<file path="src/tsd_pkg.sv">
package tsd_pkg;
    // clock rate and selector settle time
    localparam int unsigned CLK_MHZ = 250;
    localparam int unsigned DEB_TIME_US = 1000;
    localparam int unsigned DEB_CYCLES_DEF = DEB_TIME_US * CLK_MHZ;
    localparam int unsigned DEB_CNT_W = 18;

    // decoded selector positions, one-hot bit indices
    localparam int unsigned POS_TX = 0;
    localparam int unsigned POS_RX = 1;
    localparam int unsigned POS_AUTO = 2;
    localparam logic [2:0] POS_NONE = 3'h0;

    // reset values
    localparam logic TR_OUT_RST = 1'h0;
    localparam logic MANUAL_RST = 1'h0;
    localparam logic TXRX_RST = 1'h0;

    typedef struct packed {
        logic [2:0] pos_prev;
        logic [DEB_CNT_W-1:0] stable_cnt;
        logic txrx;
        logic manual;
        logic tr_prev;
        logic sel_manual;
        logic sel_tx;
        logic tr_out;
        logic tr_out_n;
        logic warn;
    } tsd_state_t;
endpackage

</file>
<file path="src/tsd_sync2.sv">
`timescale 1ns/1ns
// two-stage synchroniser for asynchronous pins
module tsd_sync2 #(
    parameter int unsigned WIDTH = 1
) (
    // clock and reset
    input wire logic core_clk,
    input wire logic rst_n,
    // data
    input wire logic [WIDTH-1:0] async_in,
    output logic [WIDTH-1:0] sync_out
);
    typedef struct packed {
        logic [WIDTH-1:0] meta;
        logic [WIDTH-1:0] held;
    } tsd_sync_t;

    tsd_sync_t st;
    tsd_sync_t next_st;

    // first stage feeds only the second
    always_comb
    begin
        next_st.meta = async_in;
        next_st.held = st.meta;
    end

    // stage register; reset clears both stages
    always_ff @(posedge core_clk)
    begin
        if (!rst_n)
        begin
            st <= '0;
        end
        else
        begin
            st <= next_st;
        end
    end

    assign sync_out = st.held;
endmodule

</file>
<file path="src/tsd_top.sv">
// Summary of operation
// - output changes only with incoming pulse train
// - no short pulses when selector moves
// - selector bounce filtered to one clean change
// - warning high in either manual position
// - selector contacts decoded to exclusive positions
// - two latches: transmit/receive and manual/auto
// - auto passes pulse train, manual forces level
// - manual choice registered on pulse train edge
// - complemented copy of output provided
`timescale 1ns/1ns
module tsd_top
    import tsd_pkg::*;
#(
    parameter int unsigned DEB_CYCLES = DEB_CYCLES_DEF
) (
    // clock and reset
    input wire logic core_clk,
    input wire logic rst_n,
    // front-panel mode_selector contacts, high when closed
    input wire logic manual_transmit,
    input wire logic manual_receive,
    // incoming transmit/receive pulse train, high means transmit
    input wire logic tr_in,
    // outputs to circulator driver and other subassemblies
    output logic tr_out,
    output logic tr_out_n,
    // manual-override warning, level
    output logic manual_warn
);
    // counter end points; the count parks at full, so a settled position
    // fires the latches once however long the selector rests there
    localparam logic [DEB_CNT_W-1:0] DEB_LAST = DEB_CNT_W'(DEB_CYCLES - 1);
    localparam logic [DEB_CNT_W-1:0] DEB_FULL = DEB_CNT_W'(DEB_CYCLES);

    // reset state: auto mode, receive level, output low
    localparam tsd_state_t ST_RST = '{
        pos_prev: POS_NONE,
        stable_cnt: '0,
        txrx: TXRX_RST,
        manual: MANUAL_RST,
        tr_prev: 1'h0,
        sel_manual: MANUAL_RST,
        sel_tx: TXRX_RST,
        tr_out: TR_OUT_RST,
        tr_out_n: ~TR_OUT_RST,
        warn: MANUAL_RST
    };

    tsd_state_t st;
    tsd_state_t next_st;
    logic [2:0] pins_s;
    logic tx_s;
    logic rx_s;
    logic tr_s;
    logic [2:0] pos;
    logic tr_rise;

    // all three pins are asynchronous to core_clk; tr_in shares the two
    // stages with the contacts, so pulse train and contacts reach the logic after the same two-cycle delay
    tsd_sync2 #(
        .WIDTH(3)
    ) u_sync (
        .core_clk(core_clk),
        .rst_n(rst_n),
        .async_in({tr_in, manual_receive, manual_transmit}),
        .sync_out(pins_s)
    );

    assign tx_s = pins_s[0];
    assign rx_s = pins_s[1];
    assign tr_s = pins_s[2];
    // tr_prev resets low like the idle line, so no false edge follows reset
    assign tr_rise = tr_s & ~st.tr_prev;

    // break-before-make decode; both contacts closed decodes to nothing
    always_comb
    begin
        pos = POS_NONE;
        pos[POS_TX] = tx_s & ~rx_s;
        pos[POS_RX] = rx_s & ~tx_s;
        pos[POS_AUTO] = ~tx_s & ~rx_s;
    end

    // next-state logic for the whole block
    always_comb
    begin
        next_st = st;
        next_st.pos_prev = pos;
        next_st.tr_prev = tr_s;
        // a position must hold steady before the latches see it, so bounce
        // and the overlap during travel never toggle them twice
        if ((pos != st.pos_prev) || (pos == POS_NONE))
        begin
            next_st.stable_cnt = '0;
        end
        else if (st.stable_cnt != DEB_FULL)
        begin
            next_st.stable_cnt = st.stable_cnt + DEB_CNT_W'(1);
        end
        if ((pos == st.pos_prev) && (pos != POS_NONE) && (st.stable_cnt == DEB_LAST))
        begin
            // transmit/receive latch, untouched in auto
            if (pos[POS_TX])
            begin
                next_st.txrx = 1'b1;
            end
            else if (pos[POS_RX])
            begin
                next_st.txrx = 1'b0;
            end
            // manual/auto latch
            next_st.manual = pos[POS_TX] | pos[POS_RX];
        end
        // choice moves only on a pulse train edge; the edge is when the
        // input rises, so no switch-over can clip a pulse
        if (tr_rise)
        begin
            next_st.sel_manual = st.manual;
            next_st.sel_tx = st.txrx;
        end
        // selector between pulse train and forced level
        next_st.tr_out = next_st.sel_manual ? next_st.sel_tx : tr_s;
        next_st.tr_out_n = ~next_st.tr_out;
        // warning reflects the resting, debounced position; taking it from the
        // raw contacts would let bounce flicker the monitor's sticky flag
        next_st.warn = next_st.manual;
    end

    // state register
    always_ff @(posedge core_clk)
    begin
        if (!rst_n)
        begin
            st <= ST_RST;
        end
        else
        begin
            st <= next_st;
        end
    end

    // outputs come straight from the state register
    // limitation: with no pulses arriving, a manual choice never reaches tr_out
    assign tr_out = st.tr_out;
    assign tr_out_n = st.tr_out_n;
    assign manual_warn = st.warn;
endmodule
</file>
<file path="config.mk">
export PLATFORM = sky130hd
export DESIGN_NAME = tsd_top
export DESIGN_NICKNAME = d
export VERILOG_FILES = /design/src/tsd_pkg.sv /design/src/tsd_sync2.sv /design/src/tsd_top.sv
export SDC_FILE = /design/constraint.sdc
export NUM_CORES = 1
export LEC_CHECK = 0
export ABC_AREA = 1
export BUFFER_PORTS_ARGS = -buffer_cell sky130_fd_sc_hd__buf_2
export CORE_MARGIN = 2
export CORE_UTILIZATION = 59
export DETAILED_ROUTE_END_ITERATION = 8
export GPL_TIMING_DRIVEN = 0
export PLACE_DENSITY = 0.75
export REMOVE_ABC_BUFFERS = 1
export SLEW_MARGIN = 20
export SYNTH_ARGS = -nofsm -noshare
export SYNTH_HDL_FRONTEND = slang
export SYNTH_SLANG_ARGS = --single-unit
</file>
<file path="constraint.sdc">
create_clock -name core_clk -period 2.21 [get_ports core_clk]
set_clock_uncertainty 0.2 [all_clocks]
set_input_delay 0 -clock core_clk [delete_from_list [all_inputs] [get_ports core_clk]]
set_output_delay 0 -clock core_clk [all_outputs]
set_load 0.01 [all_outputs]
</file>
==> results.py <==
metrics = {
    "global_route": {
        "antenna_found_initial": 0,
        "grt_max_degree": 15,
        "first_global_vias": 1133,
        "grt_usage": 0.1883,
        "grt_pass1_wl_um": 4767,
        "grt-ovfl-total": 0,
    },
    "timing": {
        "final.setup.tns_ps": 0,
        "hold_slack_ps": 223.3,
        "clock.fmax_mhz": 563.8,
        "rsz0062_at_grt": "no",
        "finalMaxSlewViolations": 0,
        "fin_crit_ps": 1774,
        "finalCritPeriodShare": 0.8026,
        "setup_viol": 0,
        "worst_pin_slew_ps": 321.2,
        "hold_viol": 0,
        "slew_headroom": 0.7842,
    },
    "floorplan": {
        "die_y_um": 56.41,
        "start_util": 0.6032,
        "dieArea_mm2": 0.003182,
        "row_count": 19,
        "die_w_um": 56.41,
        "io_pins": 8,
        "core_mm2": 0.002686,
    },
    "synth": {
        "synth_area_leaders": "dfxtp_1 (42%), nand2_1 (11%), inv_1 (10%)",
        "yosys.area.top_type_share": 0.4201,
        "async_flop_share": 0,
        "synth_cells": 223,
        "synth_common_cells": "nand2_1 (47), inv_1 (43), dfxtp_1 (34)",
        "synth_top_flop_cell": "dfxtp_1",
        "seq_area_frac_synth": 0.4201,
        "synth-edff-count": 0,
        "synth-seq-cells": 34,
        "synth_most_common_cell": "nand2_1",
        "netlist_area_mm2": 0.001620,
        "yosysUniqueCellTypes": 23,
        "synth_top_area_cell": "dfxtp_1",
        "synth_area_per_cell_um2": 7.266,
        "yosys_warnings": 0,
    },
    "clocking": {
        "h-tree-depth": 2,
        "worstSkewPairLatency_ps": 330,
        "cts_hold_buffers": 7,
        "path_clk_slew_ps": 110,
        "clock-sinks": 34,
        "clockBufferDepth": 2,
        "cts_tree": "done",
        "cts_resized": 0,
        "numCtsBuffers": 5,
        "root_buffer": "clkbuf_4",
        "postCtsSetupRepairBufs": 0,
    },
    "power": {
        "p_leak_uw": 0.0008325,
        "power_density_mw_per_mm2": 686.5,
        "p_total_uw": 1285,
        "ir_drop_v": 0.0006182,
    },
    "final_layout": {
        "drive_gt1_frac": 0.1598,
        "finalNonFillerCells": 275,
        "area_growth_pct": 15.52,
        "diodes": 0,
        "finalNetCount": 254,
    },
    "route": {
        "drt_wl_total_um": 2631,
        "drtIter0Drc": 24,
        "drt_pass1_iterations": 4,
        "via_per_inst": 4.724,
        "drcViolationCount": 0,
        "vias": 1299,
        "final_antenna_net_count": 0,
        "wire_per_inst_um": 9.567,
    },
    "worst_setup_path": {
        "end_kind": "flip-flop",
        "criticalPathCategory": "flip-flop to flip-flop",
        "startpoint_type": "flip-flop",
        "worst_ep_required_time_ps": 2280,
        "cp_max_fo": 10,
        "crit_arrival_ps": 1840,
    },
    "place": {
        "place_inst": 260,
        "place_hpwl_um": 1917,
        "port_buffers": 7,
        "gp_congestion": 0.8410,
    },
    "min_path": {
        "hold_class": "flip-flop to flip-flop",
    },
    "run_status": {
        "status": "complete, no violations",
    },
    "job": {
        "maxCapViolations": 0,
    },
}
flip-flops by register name, summed over array words and instances, names as in the netlist:
signal / count
manual_warn: 1
tr_out: 1
st: 25
tr_out_n: 1
u_sync.sync_out: 3
u_sync.next_st: 3
critical path, stage by stage (launching register included):
cell and delay (ps):
dfxtp_1 370, inv_1 70, ha_1 220, nand2_1 80
nand3_1 110, nor2_4 180, nand2_4 120, clkinv_2 140
o21ai_1 90, a21oi_1 120
kinds of logic after synthesis:
| logic type | count (synthesis) | synth area share |
|---|---|---|
| adders and majority gates | 6 | 0.04633 |
| xor gates and xnor gates | 1 | 0.005406 |
| buffers and inverters | 48 | 0.1127 |
| DFF | 34 | 0.4201 |
| AOI/OAI and AO/OA | 29 | 0.09344 |
| and+or+nand+nor | 105 | 0.3220 |
layout make-up:
| class | count | area (µm²) |
|---|---|---|
| Clock buffer | 6 | 51.30 |
| Clock inverter | 2 | 60.06 |
| Fill cell | 234 | 814.5 |
| Inverter | 47 | 178.9 |
| Multi-Input combinational cell | 141 | 757.0 |
| Sequential cell | 34 | 680.7 |
| Tap cell | 31 | 38.79 |
| Timing Repair Buffer | 14 | 105.1 |
power breakdown:
part           switching (µW)  internal (µW)
Sequential               6.28            624
Clock                     207            383
Combinational            37.4           27.0
routing by layer:
metal | routed length, µm | track usage | up-vias
met1 | 1332 | 0.2428 | 567
met4 | 36 | 0.06122 | 0
met2 | 1184 | 0.2975 | 9
met3 | 78 | 0.06221 | 5
met5 | 0 | 0 | -
li1 | - | - | 718
through the flow:
| stage | utilization | setup WS, ps | instance area [µm²] |
|---|---|---|---|
| after floorplan | - | 670.2 | 1617 |
| after global placement | 0.6293 | 477.2 | 1690 |
| after detailed placement | 0.6293 | 460.7 | 1690 |
| after CTS | 0.6968 | 440.2 | 1872 |
| after global routing | 0.6968 | 229.8 | 1872 |
| final | 0.6968 | 436.2 | 1872 |
final timing paths:
path | from | cells after the start | end | slack [ps]
hold / removal | u_sync.next_st[0] | 2 | u_sync.sync_out[0] | 220
setup / recovery | u_sync.sync_out[1] | 9 | st[11] | 440
setup reg to reg | u_sync.sync_out[1] | 9 | st[11] | 440
hold reg to reg | u_sync.next_st[0] | 2 | u_sync.sync_out[0] | 220
layout by cell type (no fill, tap or decap), drive strengths merged:
cell type    synthesis  routed
xnor2                1       1
dfxtp               34      34
clkinv               2       2
o21ai               12      12
dlygate4sd3          0       7
clkbuf               1       6
a211oi               1       1
nor2                33      33
nand3               10      10
nand2               53      53
ha                   6       6
bufinv               0       2
inv                 45      45
a21oi               16      16
nor3                 6       6
nand4                3       3
buf                  0       7
Power figures use the tool's default switching activity.
